[config.mk]
export PLATFORM = sky130hd
export DESIGN_NAME = mic_interrupt_ctrl
export DESIGN_NICKNAME = d
export VERILOG_FILES = /design/src/design/mic_pkg.sv /design/src/design/mic_interrupt_ctrl.sv
export SDC_FILE = /design/constraint.sdc
export NUM_CORES = 1
export LEC_CHECK = 0
export BUFFER_PORTS_ARGS = -buffer_cell sky130_fd_sc_hd__buf_2
export CAP_MARGIN = 0
export CORE_MARGIN = 5
export CORE_UTILIZATION = 47
export DETAILED_ROUTE_END_ITERATION = 10
export GPL_TIMING_DRIVEN = 0
export PLACE_DENSITY_LB_ADDON = 0.15
export SLEW_MARGIN = 20
export SYNTH_ARGS = -nofsm -noshare
export SYNTH_HDL_FRONTEND = slang
export SYNTH_SLANG_ARGS = --single-unit
[constraint.sdc]
create_clock -name aclk -period 1.9 [get_ports aclk]
set_input_delay 0.19 -clock aclk [delete_from_list [all_inputs] [get_ports aclk]]
set_output_delay 0.19 -clock aclk [all_outputs]
set_load 0.1 [all_outputs]
[src/design/mic_pkg.sv]
// Purpose: shared constants, types and register map of the interrupt controller
// Assumes: AXI4-Lite register access, one 8-bit register per aligned word
// Notes: vectors, bit positions and codes are named here; some fields use literal bit ranges
// Function
// second register: flags 6..4, enables 2..0
// external register: pin flags 7..4, enables 3..0
// accepted request pushes PC, loads vector
// return from interrupt pops saved PC
// servicing clears global enable, no nesting
// blocked requests still set and hold flags
// software re-enables global enable for nesting
// full stack blocks acknowledge until popped
// running: vector jump 2-3 instructions later
// after wake-up: jump 3 cycles later; the code waits 3 instruction boundaries
// requests sampled on sample clock phase
// fixed priority and vector table
// external request wins over internal
// any pin flag set sets grouped flag
// grouped service clears grouped flag, enable
// two-bit edge select per pin
// pin needs enable, edge and input direction
// vector needs global, own enable, flag
// conversion done sets flag; service clears
// counter overflow sets flag; service clears
// time base overflow sets flag; service clears
// time base 0 period 2^12..2^15
// flag rising wakes, enables ignored
// global enable bit 0 gates every vector
// return-from-interrupt also sets global enable
// software clears pin flags after service
// software writes set or clear flags
package mic_pkg;
    // register byte offsets
    localparam logic [7:0] OFF_FLAGS_0 = 8'h00;
    localparam logic [7:0] OFF_FLAGS_1 = 8'h04;
    localparam logic [7:0] OFF_EXT = 8'h08;
    localparam logic [7:0] OFF_EDGE = 8'h0C;
    localparam logic [7:0] OFF_TMR_CTRL = 8'h10;
    localparam logic [7:0] OFF_STATUS = 8'h14;
    // field positions
    localparam int B_EMI = 0;
    localparam int B_EN_LO = 1;
    localparam int B_FLAG_LO = 4;
    localparam int B1_EN_LO = 0;
    localparam int B_TB0P_LO = 4;
    localparam int B_TOTHER_LO = 6;
    // reset values
    localparam logic [7:0] RST_REG = 8'h00;
    localparam logic [7:0] RST_EDGE = 8'h00;
    // edge select codes
    localparam logic [1:0] EDGE_OFF = 2'h0;
    localparam logic [1:0] EDGE_RISE = 2'h1;
    localparam logic [1:0] EDGE_FALL = 2'h2;
    localparam logic [1:0] EDGE_BOTH = 2'h3;
    // sources in priority order: grouped, t0, t1, adc, tb0, tb1
    localparam int NUM_SRC = 6;
    localparam int NUM_EXT = 4;
    localparam logic [47:0] VEC_TABLE = 48'h18_14_10_0C_08_04;
    // instruction boundaries before the jump
    localparam logic [1:0] RUN_INSTR = 2'h2;
    localparam logic [1:0] WAKE_INSTR = 2'h3;
    localparam int TB0_SHIFT_BASE = 12;
    localparam logic [1:0] RESP_OKAY = 2'h0;
    localparam logic [1:0] RESP_SLVERR = 2'h2;
    typedef enum logic [2:0] {
        ST_IDLE = 3'b001,
        ST_WAIT = 3'b010,
        ST_JUMP = 3'b100
    } mic_state_t;
    // hand-over to the program sequencer
    typedef struct packed {
        logic push_pc;
        logic [7:0] vector;
    } mic_jump_t;
    // single-cycle events from neighbouring blocks
    typedef struct packed {
        logic timer0_ovf;
        logic timer1_ovf;
        logic adc_done;
        logic timebase1_ovf;
    } mic_events_t;
endpackage

[src/design/mic_interrupt_ctrl.sv]
// Purpose: vectored interrupt controller with AXI4-Lite registers
// Assumes: one 20 MHz clock; pins are asynchronous; sequencer drives pulses
// Notes: the stack and PC live in the sequencer; this block only requests
//
// Decided for this implementation: the AXI4-Lite register port and the placing of the registers.
`timescale 1ns/1ps
module mic_interrupt_ctrl (
    input wire logic aclk,
    input wire logic aresetn,
    input wire logic [7:0] awaddr,
    input wire logic awvalid,
    output logic awready,
    input wire logic [31:0] wdata,
    input wire logic [3:0] wstrb,
    input wire logic wvalid,
    output logic wready,
    output logic [1:0] bresp,
    output logic bvalid,
    input wire logic bready,
    input wire logic [7:0] araddr,
    input wire logic arvalid,
    output logic arready,
    output logic [31:0] rdata,
    output logic [1:0] rresp,
    output logic rvalid,
    input wire logic rready,
    input wire logic [3:0] ext_pin,
    input wire logic [3:0] ext_pin_is_input,
    input wire mic_pkg::mic_events_t hw_events,
    input wire logic fs_tick,
    input wire logic sample_clock_phase,
    input wire logic instr_done,
    input wire logic sleep_mode,
    input wire logic stack_full,
    input wire logic reti_exec,
    input wire logic ret_exec,
    output mic_pkg::mic_jump_t jump,
    output logic pop_pc,
    output logic wakeup,
    output logic timebase0_ovf
);
    import mic_pkg::*;

    // interrupt state
    logic [NUM_SRC-1:0] flag; // grouped, t0, t1, adc, tb0, tb1
    logic [NUM_SRC-1:0] irq_en; // enables in the same order
    logic global_irq_enable;
    logic [NUM_EXT-1:0] ext_flag;
    logic [NUM_EXT-1:0] ext_en;
    logic [7:0] edge_sel; // two bits per pin
    logic [1:0] timebase0_period;
    logic [1:0] tmr_other; // stored for the timer block, unused here
    logic [14:0] tb0_cnt;
    mic_state_t state;
    logic [2:0] win_idx; // latched winner
    logic [1:0] instr_left;
    logic woke; // set by a wake-up, chooses the longer latency
    logic [3:0] pin_s1, pin_s2, pin_d;

    // pin synchronisers; first stage feeds only the second
    always_ff @(posedge aclk) begin
        pin_s1 <= ext_pin;
        pin_s2 <= pin_s1;
        pin_d <= pin_s2;
    end

    // bus decode
    wire wr_fire = awvalid && wvalid && !bvalid;
    wire wr_en = wr_fire && wstrb[0];
    wire wr_f0 = wr_en && (awaddr == OFF_FLAGS_0);
    wire wr_f1 = wr_en && (awaddr == OFF_FLAGS_1);
    wire wr_ext = wr_en && (awaddr == OFF_EXT);
    wire wr_edge = wr_en && (awaddr == OFF_EDGE);
    wire wr_tmr = wr_en && (awaddr == OFF_TMR_CTRL);
    wire wr_known = (awaddr == OFF_FLAGS_0) || (awaddr == OFF_FLAGS_1) ||
        (awaddr == OFF_EXT) || (awaddr == OFF_EDGE) ||
        (awaddr == OFF_TMR_CTRL) || (awaddr == OFF_STATUS);
    wire rd_fire = arvalid && !rvalid;
    wire [7:0] wb = wdata[7:0];
    assign awready = wr_fire;
    assign wready = wr_fire;
    assign arready = !rvalid;

    // edge detection per pin
    wire [3:0] pin_rise = pin_s2 & ~pin_d;
    wire [3:0] pin_fall = ~pin_s2 & pin_d;
    logic [3:0] ext_set;
    always_comb begin
        for (int i = 0; i < NUM_EXT; i++) begin
            case (edge_sel[2*i +: 2])
                EDGE_RISE: ext_set[i] = pin_rise[i];
                EDGE_FALL: ext_set[i] = pin_fall[i];
                EDGE_BOTH: ext_set[i] = pin_rise[i] | pin_fall[i];
                default: ext_set[i] = 1'b0;
            endcase
            // pin counts only when enabled and configured as input
            ext_set[i] = ext_set[i] && ext_en[i] && ext_pin_is_input[i];
        end
    end

    // time base 0 divider on the fs enable pulse
    wire [4:0] tb0_shift = 5'(TB0_SHIFT_BASE) + {3'h0, timebase0_period};
    wire [15:0] tb0_span = 16'h0001 << tb0_shift;
    wire [14:0] tb0_last = 15'(tb0_span - 16'h0001);
    wire tb0_wrap = fs_tick && (tb0_cnt >= tb0_last);
    always_ff @(posedge aclk) begin
        if (!aresetn) begin
            tb0_cnt <= 15'h0000;
            timebase0_ovf <= 1'b0;
        end else begin
            // >= keeps a shorter period after a code change from overshooting
            tb0_cnt <= tb0_wrap ? 15'h0000 : (fs_tick ? tb0_cnt + 15'h0001 : tb0_cnt);
            timebase0_ovf <= tb0_wrap;
        end
    end

    // service decision
    wire jump_now = (state == ST_JUMP);
    wire [NUM_SRC-1:0] svc_clr = jump_now ? NUM_SRC'(1) << win_idx : '0;
    // external flags: hardware set beats a software clear
    wire [3:0] next_ext_flag = ext_set | (wr_ext ? wb[7:4] : ext_flag);
    wire mff_set = |(next_ext_flag & ~ext_flag);
    wire [NUM_SRC-1:0] hw_set = {timebase0_ovf, hw_events.timebase1_ovf,
        hw_events.adc_done, hw_events.timer1_ovf, hw_events.timer0_ovf, mff_set};
    // order above is tb0 first only for readability; reorder to source index
    wire [NUM_SRC-1:0] src_set = {hw_set[4], hw_set[5], hw_set[3:0]};
    wire [NUM_SRC-1:0] sw_we = {{3{wr_f1}}, {3{wr_f0}}};
    wire [NUM_SRC-1:0] sw_val = {wb[6:4], wb[6:4]};
    wire [NUM_SRC-1:0] sw_flag = {sw_val[5:3], sw_val[2:0]};
    logic [NUM_SRC-1:0] next_flag;
    always_comb begin
        for (int i = 0; i < NUM_SRC; i++) begin
            // set wins over both service clear and software clear
            if (src_set[i]) begin
                next_flag[i] = 1'b1;
            end else if (sw_we[i]) begin
                next_flag[i] = sw_flag[i];
            end else if (svc_clr[i]) begin
                next_flag[i] = 1'b0;
            end else begin
                next_flag[i] = flag[i];
            end
        end
    end

    // wake-up ignores enables: only a fresh low-to-high flag counts
    wire any_rise = |(next_flag & ~flag) || |(next_ext_flag & ~ext_flag);

    // pending and priority: lowest index wins, grouped external first
    wire [NUM_SRC-1:0] pend = flag & irq_en & {NUM_SRC{global_irq_enable}};
    logic [2:0] prio_idx;
    always_comb begin
        prio_idx = 3'h0;
        for (int i = NUM_SRC - 1; i >= 0; i--) begin
            if (pend[i]) begin
                prio_idx = 3'(i);
            end
        end
    end
    wire accept = (state == ST_IDLE) && sample_clock_phase && (|pend) &&
        !stack_full && !sleep_mode;

    // register update
    always_ff @(posedge aclk) begin
        if (!aresetn) begin
            flag <= '0;
            irq_en <= '0;
            global_irq_enable <= 1'b0;
            ext_flag <= '0;
            ext_en <= '0;
            edge_sel <= RST_EDGE;
            timebase0_period <= 2'h0;
            tmr_other <= 2'h0;
        end else begin
            flag <= next_flag;
            ext_flag <= next_ext_flag;
            if (wr_f0) begin
                irq_en[2:0] <= wb[B_EN_LO +: 3];
            end
            if (wr_f1) begin
                irq_en[5:3] <= wb[B1_EN_LO +: 3];
            end
            if (wr_ext) begin
                ext_en <= wb[3:0];
            end
            if (wr_edge) begin
                edge_sel <= wb;
            end
            if (wr_tmr) begin
                timebase0_period <= wb[B_TB0P_LO +: 2];
                tmr_other <= wb[B_TOTHER_LO +: 2];
            end
            // return-from-interrupt re-enables, service disables, then software
            if (reti_exec) begin
                global_irq_enable <= 1'b1;
            end else if (jump_now) begin
                global_irq_enable <= 1'b0;
            end else if (wr_f0) begin
                global_irq_enable <= wb[B_EMI];
            end
        end
    end

    // sequencer hand-shake state machine
    always_ff @(posedge aclk) begin
        if (!aresetn) begin
            state <= ST_IDLE;
            win_idx <= 3'h0;
            instr_left <= 2'h0;
            woke <= 1'b0;
            jump <= '0;
            pop_pc <= 1'b0;
            wakeup <= 1'b0;
        end else begin
            jump.push_pc <= 1'b0;
            pop_pc <= ret_exec || reti_exec;
            wakeup <= sleep_mode && any_rise;
            if (sleep_mode && any_rise) begin
                woke <= 1'b1;
            end
            case (state)
                ST_IDLE: begin
                    if (accept) begin
                        win_idx <= prio_idx;
                        instr_left <= woke ? WAKE_INSTR : RUN_INSTR;
                        state <= ST_WAIT;
                    end
                end
                ST_WAIT: begin
                    if (instr_done) begin
                        instr_left <= instr_left - 2'h1;
                        if (instr_left == 2'h1) begin
                            state <= ST_JUMP;
                        end
                    end
                end
                ST_JUMP: begin
                    // sequencer pushes the PC and loads the vector
                    jump.push_pc <= 1'b1;
                    jump.vector <= VEC_TABLE[{win_idx, 3'h0} +: 8];
                    woke <= 1'b0;
                    state <= ST_IDLE;
                end
                default: state <= ST_IDLE;
            endcase
        end
    end

    // read data assembly; unused bits read zero
    wire [7:0] rd_f0 = {1'b0, flag[2:0], irq_en[2:0], global_irq_enable};
    wire [7:0] rd_f1 = {1'b0, flag[5:3], 1'b0, irq_en[5:3]};
    wire [7:0] rd_tmr = {tmr_other, timebase0_period, 4'h0};
    wire [7:0] rd_stat = {stack_full, woke, win_idx, state};
    logic [7:0] rd_byte;
    logic rd_ok;
    always_comb begin
        rd_ok = 1'b1;
        case (araddr)
            OFF_FLAGS_0: rd_byte = rd_f0;
            OFF_FLAGS_1: rd_byte = rd_f1;
            OFF_EXT: rd_byte = {ext_flag, ext_en};
            OFF_EDGE: rd_byte = edge_sel;
            OFF_TMR_CTRL: rd_byte = rd_tmr;
            OFF_STATUS: rd_byte = rd_stat;
            default: begin
                rd_byte = RST_REG;
                rd_ok = 1'b0;
            end
        endcase
    end

    // bus responses
    always_ff @(posedge aclk) begin
        if (!aresetn) begin
            bvalid <= 1'b0;
            bresp <= RESP_OKAY;
            rvalid <= 1'b0;
            rdata <= 32'h0000_0000;
            rresp <= RESP_OKAY;
        end else begin
            if (wr_fire) begin
                bvalid <= 1'b1;
                bresp <= wr_known ? RESP_OKAY : RESP_SLVERR;
            end else if (bready) begin
                bvalid <= 1'b0;
            end
            if (rd_fire) begin
                rvalid <= 1'b1;
                rdata <= {24'h00_0000, rd_byte};
                rresp <= rd_ok ? RESP_OKAY : RESP_SLVERR;
            end else if (rready) begin
                rvalid <= 1'b0;
            end
        end
    end
endmodule

==> key figures, run 1 <==
Run status
  • Outcome: finished, final reports clean

Final layout
  • Final Instance Count excl. Fillers: between 800 and 900
  • Layout area overhead: 23.4%
  • Nets: 763
  • Commonest cells after routing, fill and taps aside: dfxtp_1, buf_2, nor2_1
  • Commonest non-fill, non-tap cell in the layout: dfxtp_1
  • Fraction of layout cells with a size suffix above 1: 23.3%
  • Finished Cell Area: 5660 sq um
  • Fin util: 58.7%
  • Antenna cells: 0
  • FILL cells: 911

Critical path
  • Peak fanout along the critical path: 3
  • FF-to-FF End: wakeup
  • Worst path cell trace: inv_2 > ha_4 > and3_4 > or4_4 > o22ai_4 > a2111oi_4 > a21oi_2
  • Critical Path End: wakeup
  • Critical path's top delay family: simple AND/OR/NAND/NOR gates
  • R2R Path Start: pin_s2[2]
  • Crit path DAT: 2.18 ns
  • WP depth: 7
  • Worst setup path startpoint: pin_s2[2]
  • Setup crit end kind: flop
  • Crit path max-delay cell type: or4_4
  • CP Class: reg -> reg
  • Startpoint types: flop
  • R2R cell count: 7
  • Data required time of the worst path: ~2.2 ns
  • FF-to-FF setup slack: 0.04 ns
  • CP max stage delay: approximately 0.56 ns
  • Buf/Inv on CP: 1

Clock tree
  • CTS tree: done
  • CTS H-tree depth: 3
  • CTS Root Buffer Type: clkbuf_8
  • CTS Buf Count: 9
  • Clock slew at reported path FFs: roughly 0.09 ns
  • Clock latency on the worst-skew pair: roughly 0.38 ns
  • CTS max path bufs: 2
  • Number of clock sinks: 88

Job
  • Max Cap Viol: 0

Pwr
  • Pleak: 2.34 nW
  • VDD IR max: 0.451 mV
  • Sw frac: 32.7%
  • Sw Pwr: 1.32 mW
  • Clock power frac: between 30% and 40%
  • P per Cell Area: 711 nW/um^2
  • Part of the power in registers: 47.4%
  • Cell Int Power: 2.71 mW
  • Combinational Power Share: 17.8%

Timing
  • RSZ-0062 raised after global routing: true
  • FMAX: 538 MHz
  • Final setup violation count: 0
  • Final Hold Fails: 0
  • Slew @ Worst Pin: 0.772 ns
  • Max-slew violation count: 0
  • Crit path time final: roughly 1.9 ns
  • Clock skew: 0.00774 ns
  • Relative slew slack: 47.8%
  • Tcrit/Tclk final: 97.9%
  • Setup TNS: 0 ns

Synthesis
  • Asr flop ratio synth: 0%
  • Sequential area share after synthesis: 38.4%
  • Yosys warnings: 0
  • Synthesized area: 4590 sq um
  • Share of cell area taken by muxes after synthesis: 6.41%
  • Avg Synthesized Cell Area: 8.41 sq um
  • Simple-Gate Fraction of Synth Area: 23.4%
  • XOR/XNOR Fraction of Synth Area: under 10%
  • Post-Syn Instances: around 550
  • Main combinational cell family by area after synthesis: simple AND/OR/NAND/NOR gates
  • Number of synthesized flops with an enable pin: 0
  • Fraction of the mapped netlist area in adder cells: under 10%
  • #FFs+latches synth: 88
  • Synth Area in Compound Gates: 16.8%
  • Synth unique cells: 64
  • Top FF cell, synth: dfxtp_1

Routing
  • Vias per inst: 5.27
  • DR vias: 4,250
  • Post-Route WL: 12.4 mm
  • Post-route ant nets: 0
  • Wire per inst: 15.4 microns
  • Drt pass-1 iters: 5
  • DRT iter0 DRCs: ~270
  • DRC violation count after routing: 0

GRT
  • Initial antenna violation count: 0
  • Total GRT Usage: 21.0%
  • Vias in the first global route: 3,926
  • First-pass GRT wire length: approximately 19 mm
  • Grt total ovfl: 0
  • Largest net degree at the start of global routing: 17

Floorplan
  • Height of the die: 109 microns
  • Cell row count: 36
  • Core area: 9640 sq um
  • Effective utilization at floorplan: 47.6%
  • Die W: ~110 microns
  • Die area: around 12,000 sq um
  • Ports: 131

Min path
  • Hold Path Origin: reti_exec
  • Worst min path class: in -> reg

Place
  • Cells after DPL: 780
  • HPWL after DPL: about 9.3 mm
  • Port Buf Inserts: 72
  • GP Congestion: 0.867
  • Area after DPL: 5240 sq um
[metrics by stage]
step	power [mW]	hold slack, ns	setup slack, ns
after global placement	2.63	0.292	-0.368
after floorplan	2.49	0.218	-0.00152
after global routing	4.18	0.0355	-0.0332
after CTS	4.04	0.0228	-0.0357
final	4.02	0.0380	0.0406
after detailed placement	2.64	0.294	-0.430
[worst min path at each step]
| stage | endpoint | slack (ns) | cells past startpoint |
|---|---|---|---|
| floorplan | pin_s1[0] | 0.22 | 0 |
| global placement | pin_s1[0] | 0.29 | 1 |
| detailed placement | pin_s1[2] | 0.29 | 1 |
| CTS | global_irq_enable | 0.02 | 2 |
| global route | pop_pc | 0.04 | 2 |
| finish | global_irq_enable | 0.04 | 2 |
[sequential cells by signal, summed over array words and instances (netlist names), 6 cells and up]
register and flops:
edge_sel 8, flag 6, irq_en 6, rdata 8, tb0_cnt 15
[power groups by stage]
stage                     Combinational (mW)  Sequential [mW]  Clock, mW
after CTS                              0.701             1.91       1.43
after detailed placement               0.689             1.95          0
after global placement                 0.683             1.95          0
after global routing                   0.754             1.92       1.51
after floorplan                        0.486             2.01          0
final                                  0.715             1.91       1.40
[layer usage]
metal	GRT usage (%)	part of all wire, %	vias to the layer above
met2	34.1	46	145
li1	-	-	2124
met5	0	0	-
met4	8.30	1.9	0
met3	4.32	5.6	18
met1	27.4	46	1963
[cells in the mapped netlist (5+ instances only)]
| master | count | area (sq um) |
|---|---|---|
| dfxtp_1 | 88 | 1760 |
| nor2_1 | 64 | 240 |
| nand2_1 | 60 | 225 |
| a21oi_1 | 34 | 170 |
| buf_4 | 32 | 240 |
| mux2i_1 | 26 | 260 |
| inv_1 | 24 | 90.1 |
| o21ai_0 | 19 | 95.1 |
| ha_1 | 17 | 213 |
| nand3_1 | 14 | 70.1 |
| nor2b_1 | 13 | 81.3 |
| clkbuf_1 | 12 | 45.0 |
| nand2b_1 | 9 | 56.3 |
| a211oi_1 | 7 | 52.6 |
| a31oi_1 | 7 | 43.8 |
| nor3_1 | 7 | 35.0 |
| a22oi_1 | 6 | 45.0 |
| nor4_1 | 6 | 37.5 |
| xnor2_1 | 6 | 52.6 |
| a22o_1 | 5 | 43.8 |
| nand4_1 | 5 | 31.3 |
[layout make-up]
type	instances	area, sq um	area share, %
multi-input combinational	416	2660	47.0
clock inverter	6	72.6	1.28
buffer	48	302	5.33
timing repair buffer	81	455	8.05
inverter	24	93.8	1.66
sequential	88	1770	31.3
clock buffer	10	138	2.43
tap	133	166	2.94
[cell families (layout without fill, tap and decap cells)]
kind of cell,Yosys count,after routing
AO/OA/AOI/OAI,117,118
XOR/XNOR,9,9
adder cells (fa/ha/maj),17,17
buffers and inverters,72,169
flip-flops,88,88
multiplexers,29,29
other,1,31
AND/OR/NAND/NOR,212,212
[repair_timing]
| action | CTS | global route |
|---|---|---|
| hold buffers | 6 | 0 |
| endpoints found under the hold margin | 6 | 0 |
| setup endpoints to repair | 18 | 16 |
| gates cloned | 0 | 1 |
| pin swaps | 1 | 8 |
| gates resized for setup | 9 | 13 |
| setup buffers | 0 | 3 |
Power figures use the tool's default switching activity.
==> inputs of run 2 (changes only) <==
clock period = 1.67 ns   (was 1.9 ns; I/O delays follow)
==> run 2 against run 1 <==
Effect of this change:
- the flow now finishes with violations (setup timing)
- routed wire length rose by 1.3%
- highest routed layer unchanged
- worst setup slack lost 0.17 ns
- largest cell class unchanged
- largest power group unchanged
- global-route usage rose by 0.50 points
==> key figures, run 2 (same netlist as run 1, synthesis figures left out) <==
Place
  • Area after DPL: 5260 sq um (+0.50%)
  • GP Congestion: 0.889 (+2.6%)
  • Port Buf Inserts: 72 (unchanged)
  • Cells after DPL: 780 (unchanged)
  • HPWL after DPL: 9.30 mm (+0.16%)

Clock tree
  • Number of clock sinks: 88 (unchanged)
  • Clock latency on the worst-skew pair: 0.36 ns (-0.02 ns)
  • Clock slew at reported path FFs: 0.09 ns (about the same)
  • CTS max path bufs: 2 (unchanged)
  • CTS tree: done
  • CTS H-tree depth: 3 (unchanged)
  • CTS Buf Count: 9 (unchanged)
  • CTS Root Buffer Type: clkbuf_8

Routing
  • Vias per inst: 5.29 (+0.29%)
  • Drt pass-1 iters: 5 (unchanged)
  • Post-Route WL: 12.6 mm (+1.3%)
  • DRT iter0 DRCs: 253 (-6.6%)
  • DRC violation count after routing: 0 (unchanged)
  • Post-route ant nets: 0 (unchanged)
  • Wire per inst: 15.5 microns (+0.56%)
  • DR vias: 4,294 (+1.0%)

Timing
  • Crit path setup slack, layout: -0.126 ns (-0.166 ns)
  • Crit path time final: 1.80 ns (-0.0636 ns)
  • Final setup violation count: 5 (+5)
  • RSZ-0062 raised after global routing: true
  • Clock skew: 0.0162 ns (+0.00844 ns)
  • FMAX: 557 MHz (+3.5%)
  • Tcrit/Tclk final: 108% (+9.7 points)
  • Slew @ Worst Pin: 0.671 ns (-0.100 ns)
  • Final Hold Fails: 0 (unchanged)
  • Setup TNS: -0.321 ns (-0.321 ns)
  • Relative slew slack: 54.6% (+6.8 points)
  • Max-slew violation count: 0 (unchanged)

Critical path
  • CP Class: reg -> reg
  • Setup crit end kind: flop
  • Peak fanout along the critical path: 3 (unchanged)
  • Crit path DAT: 2.09 ns (-0.09 ns)
  • Data required time of the worst path: 1.97 ns (-0.25 ns)
  • Startpoint types: flop

GRT
  • Vias in the first global route: 4,005 (+2.0%)
  • Initial antenna violation count: 0 (unchanged)
  • Total GRT Usage: 21.5% (+0.50 points)
  • Grt total ovfl: 0 (unchanged)
  • Largest net degree at the start of global routing: 15 (-2)
  • First-pass GRT wire length: 20.0 mm (+4.1%)

Floorplan
  • Die area: 11,800 sq um (unchanged)
  • Core area: 9640 sq um (unchanged)
  • Die W: 109 microns (unchanged)
  • Ports: 131 (unchanged)
  • Cell row count: 36 (unchanged)
  • Effective utilization at floorplan: 47.6% (unchanged)
  • Height of the die: 109 microns (unchanged)

Final layout
  • Fraction of layout cells with a size suffix above 1: 29.3% (+6.0 points)
  • Layout area overhead: 27.3%
  • Biggest register: tb0_cnt
  • Antenna cells: 0 (unchanged)
  • Finished Cell Area: 5840 sq um (+3.1%)
  • Final Instance Count excl. Fillers: 812 (+0.74%)
  • Max reg flops: 15 (unchanged)
  • Fin util: 60.5% (+1.8 points)
  • Largest regs: tb0_cnt x15, edge_sel x8, rdata x8
  • Nets: 769 (+0.79%)
  • FILL cells: 905 (-0.66%)
  • Commonest cells after routing, fill and taps aside: dfxtp_1, buf_2, nor2_1

Pwr
  • Total Power: 4.36 mW (+8.3%)
  • Pleak: 2.38 nW (+1.4%)
  • VDD IR max: 0.494 mV (+9.6%)
  • P per Cell Area: 747 nW/um^2 (+5.1%)

Run status
  • Failing checks: setup timing
  • Outcome: finished, violations left

Min path
  • Worst min path class: in -> reg

Job
  • Max Cap Viol: 0 (unchanged)
==> run 2: cell count changes in the layout (fill, tap and decap cells not counted), moves of 4 or more <==
cell / delta
buf_4: +7
ha_1: -4
dfxtp_1: -13
dfxtp_2: +10
==> run 2: path summary, 6_finish.rpt <==
path         cells after the start      start  slack, ns   endpoint
min                              2  reti_exec       0.03     pop_pc
max reg2reg                      7  pin_s2[2]      -0.13     wakeup
min reg2reg                      0  pin_s1[3]       0.33  pin_s2[3]
max                              7  pin_s2[2]      -0.13     wakeup
==> run 2: critical path, cell delays in order (launching register included) <==
cell and delay (ns):
dfxtp_2 0.34, inv_2 0.05, ha_4 0.20, and3_4 0.16, or4_4 0.50, o22ai_4 0.23, a2111oi_4 0.08, a21oi_2 0.19
==> run 2: layout make-up <==
cell class / instances / area, sq um / area share [%]
multi-input cells: 416 / 2780 / 47.7
flip-flops and latches: 88 / 1790 / 30.7
repair buffers: 89 / 528 / 9.05
plain buffers: 46 / 297 / 5.08
well taps: 133 / 166 / 2.85
clock buffers: 11 / 141 / 2.42
inverters: 24 / 93.8 / 1.61
clock inverters: 5 / 32.5 / 0.557
==> run 2: layer usage <==
| metal | track usage, % | part of all wire [%] |
|---|---|---|
| met1 | 27.9 | 44 |
| met2 | 36.0 | 49 |
| met3 | 4.74 | 6.2 |
| met4 | 6.04 | 1.2 |
| met5 | 0 | 0 |
==> run 2: per-stage QoR <==
| step | setup slack, ns | hold slack (ns) |
|---|---|---|
| 2_1_floorplan | -0.232 | 0.195 |
| 3_3_place_gp | -0.280 | 0.269 |
| 3_5_place_dp | -0.346 | 0.272 |
| 4_1_cts | -0.158 | 0.0208 |
| 5_1_grt | -0.201 | 0.0206 |
| 6_report | -0.126 | 0.0255 |
==> run 2: power by group <==
group          switching (mW)  total (mW)  internal [mW]  leakage, nW
sequential             0.0425        2.18           2.13        0.724
clock                   0.776        1.36          0.580       0.0930
combinational           0.623       0.826          0.203         1.56
==> run 2: repair_timing <==
action                                 in CTS  in global routing
endpoints found under the hold margin       6                  0
setup buffers                               9                  2
pin swaps                                  18                 24
hold buffers                                6                  0
resized for setup                          35                 32
setup endpoints to repair                  41                 36
cloned                                      1                  0
==> inputs of run 3 (changes only) <==
CELL_PAD_IN_SITES_DETAIL_PLACEMENT = 1   (was not set)
CELL_PAD_IN_SITES_GLOBAL_PLACEMENT = 1   (was not set)
CORE_UTILIZATION = 34   (was 47)
==> run 3 against run 2 <==
Effect of this change:
- the flow still finishes with violations (setup timing)
- worst hold slack worse by 0.012 ns
- combinational power up 3.1%
- sequential share of layout area fell by 1.7 points
- routed wire length grew 18%
- clock power up 66%
- global-route usage shrank 3.0 points
- sequential cell count stayed put
- sequential power about the same
- critical path depth did not move
- total power increased by 21%
- critical path type unchanged
- largest cell class unchanged
==> key figures, run 3 (same netlist as run 1, synthesis figures left out) <==
Floorplan
  • Ports: 131 (unchanged)
  • Die area: 15,900 sq um (+34%)
  • Height of the die: 126 microns (+16%)
  • Die W: 126 microns (+16%)
  • Cell row count: 42 (+17%)
  • Core area: 13,200 sq um (+37%)
  • Effective utilization at floorplan: 34.6% (-13 points)

Pwr
  • Combinational Power Share: 16.1% (-2.9 points)
  • Total Power: 5.29 mW (+21%)
  • Sw Pwr: 1.58 mW (+9.7%)
  • Part of the power in registers: 41.2% (-8.7 points)
  • VDD IR max: 0.458 mV (-7.3%)
  • Pleak: 2.51 nW (+5.5%)
  • Cell Int Power: 3.70 mW (+27%)
  • Sw frac: 29.9% (-3.1 points)
  • P per Cell Area: 857 nW/um^2 (+15%)
  • Clock power frac: 42.7% (+12 points)

Final layout
  • Commonest non-fill, non-tap cell in the layout: dfxtp_1
  • FILL cells: 1,636 (+81%)
  • Fin util: 46.6% (-14 points)
  • Biggest register: tb0_cnt
  • Fraction of layout cells with a size suffix above 1: 31.6% (+2.3 points)
  • Layout area overhead: 34.5%
  • Commonest cells after routing, fill and taps aside: dfxtp_1, buf_2, nand2_1
  • Antenna cells: 0 (unchanged)
  • Nets: 773 (+0.52%)
  • Largest regs: tb0_cnt x15, edge_sel x8, rdata x8
  • Finished Cell Area: 6170 sq um (+5.7%)
  • Max reg flops: 15 (unchanged)
  • Final Instance Count excl. Fillers: 859 (+5.8%)

Timing
  • Clock skew: 0.00625 ns (-0.00994 ns)
  • Setup TNS: -1.27 ns (-0.945 ns)
  • FMAX: 558 MHz (+0.17%)
  • Slew @ Worst Pin: 0.744 ns (+0.0725 ns)
  • Relative slew slack: 50.0% (-4.6 points)
  • Max-slew violation count: 0 (unchanged)
  • Final Hold Fails: 0 (unchanged)
  • Crit path setup slack, layout: -0.123 ns (+0.00308 ns)
  • WHS: 0.0136 ns (-0.0119 ns)
  • Tcrit/Tclk final: 107% (-0.18 points)
  • Crit path time final: 1.79 ns (-0.00308 ns)
  • Final setup violation count: 15 (+10)
  • RSZ-0062 raised after global routing: true

GRT
  • Initial antenna violation count: 0 (unchanged)
  • Grt total ovfl: 0 (unchanged)
  • Vias in the first global route: 4,506 (+13%)
  • Largest net degree at the start of global routing: 16 (+1)
  • First-pass GRT wire length: 23.6 mm (+18%)
  • Total GRT Usage: 18.5% (-3.0 points)

Clock tree
  • CTS Root Buffer Type: clkbuf_16
  • Clock slew at reported path FFs: 0.07 ns (-0.02 ns)
  • CTS tree: done
  • Number of clock sinks: 88 (unchanged)
  • CTS max path bufs: 2 (unchanged)
  • CTS H-tree depth: 3 (unchanged)
  • CTS Buf Count: 9 (unchanged)
  • Clock latency on the worst-skew pair: 0.35 ns (about the same)

Routing
  • DRT iter0 DRCs: 199 (-21%)
  • Vias per inst: 5.10 (-3.5%)
  • DR vias: 4,384 (+2.1%)
  • Post-Route WL: 14.8 mm (+18%)
  • Post-route ant nets: 0 (unchanged)
  • Drt pass-1 iters: 4 (-1)
  • Wire per inst: 17.3 microns (+12%)
  • DRC violation count after routing: 0 (unchanged)

Critical path
  • Setup crit end kind: flop
  • Crit path max-delay cell type: or4_4
  • Worst path cell trace: inv_2 > ha_4 > and3_4 > or4_4 > o22ai_4 > a2111oi_4 > a21oi_2
  • Critical path's top delay family: simple AND/OR/NAND/NOR gates
  • WP depth: 7 (unchanged)
  • CP Class: reg -> reg
  • CP max stage delay: 0.50 ns (about the same)
  • Peak fanout along the critical path: 3 (unchanged)
  • FF-to-FF End: wakeup
  • R2R Path Start: pin_s2[2]
  • Startpoint types: flop
  • FF-to-FF setup slack: -0.12 ns (about the same)
  • R2R cell count: 7 (unchanged)
  • Buf/Inv on CP: 1 (unchanged)
  • Crit path DAT: 2.07 ns (-0.02 ns)
  • Data required time of the worst path: 1.95 ns (-0.02 ns)

Place
  • Port Buf Inserts: 72 (unchanged)
  • HPWL after DPL: 11.0 mm (+18%)
  • GP Congestion: 0.804 (-9.6%)
  • Cells after DPL: 823 (+5.5%)
  • DP Worst Slack: -0.381 ns (-0.0349 ns)
  • Area after DPL: 5320 sq um (+1.0%)

Min path
  • Hold Path Origin: ret_exec
  • Worst min path class: in -> reg
  • WHS Endpoint: pop_pc
  • WHS Path Cells: 2 (unchanged)

Run status
  • Outcome: finished, violations left
  • Failing checks: setup timing

Job
  • Max Cap Viol: 0 (unchanged)
## run 3: changes by cell type in the layout (fill, tap and decap cells not counted), moves of 3 or more
cell / before / now
clkinv_2: 3 / 0
clkbuf_8: 10 / 1
nor2_4: 0 / 3
nor2_1: 61 / 53
nor2_2: 3 / 8
clkbuf_16: 0 / 10
buf_4: 41 / 45
## run 3: power by group through the flow
stage / Clock [mW] / Sequential [mW] / Combinational (mW)
floorplan: 0 / 2.28 / 0.553
global placement: 0 / 2.22 / 0.788
detailed placement: 0 / 2.22 / 0.798
CTS: 2.32 / 2.18 / 0.832
global route: 2.37 / 2.18 / 0.899
finish: 2.26 / 2.18 / 0.852
## run 3: final cells by class
class | count | area (sq um) | share of cell area [%]
Multi-Input combinational cell | 415 | 2840 | 46.1
Inverter | 24 | 93.8 | 1.52
Tap cell | 176 | 220 | 3.57
Clock inverter | 6 | 90.1 | 1.46
Clock buffer | 10 | 239 | 3.87
Buffer | 47 | 310 | 5.03
Timing Repair Buffer | 93 | 583 | 9.45
Sequential cell | 88 | 1790 | 29.0
## run 3: routing by layer
layer / vias to the layer above / wire (microns) / track usage, %
met5: - / 0 / 0
met4: 0 / 208 / 7.00
met3: 14 / 711 / 2.88
met2: 98 / 7270 / 31.5
met1: 2128 / 6660 / 23.6
li1: 2144 / - / -
## run 3: repair_timing
item                       CTS  global route
pin swaps                   29            17
setup endpoints to repair   43            42
buffers inserted            11             4
resized for setup           53            31
hold buffers                 5             0
hold endpoints to repair     5             0
cloned                       1             0
## run 3: how the worst max path moves through the flow
stage                                to           startpoint
finish                           wakeup            pin_s2[2]
global route                     wakeup            pin_s2[2]
CTS                              wakeup            pin_s2[2]
detailed placement          tb0_cnt[11]  timebase0_period[1]
global placement            ext_flag[2]            awaddr[5]
floorplan           timebase0_period[0]               bvalid
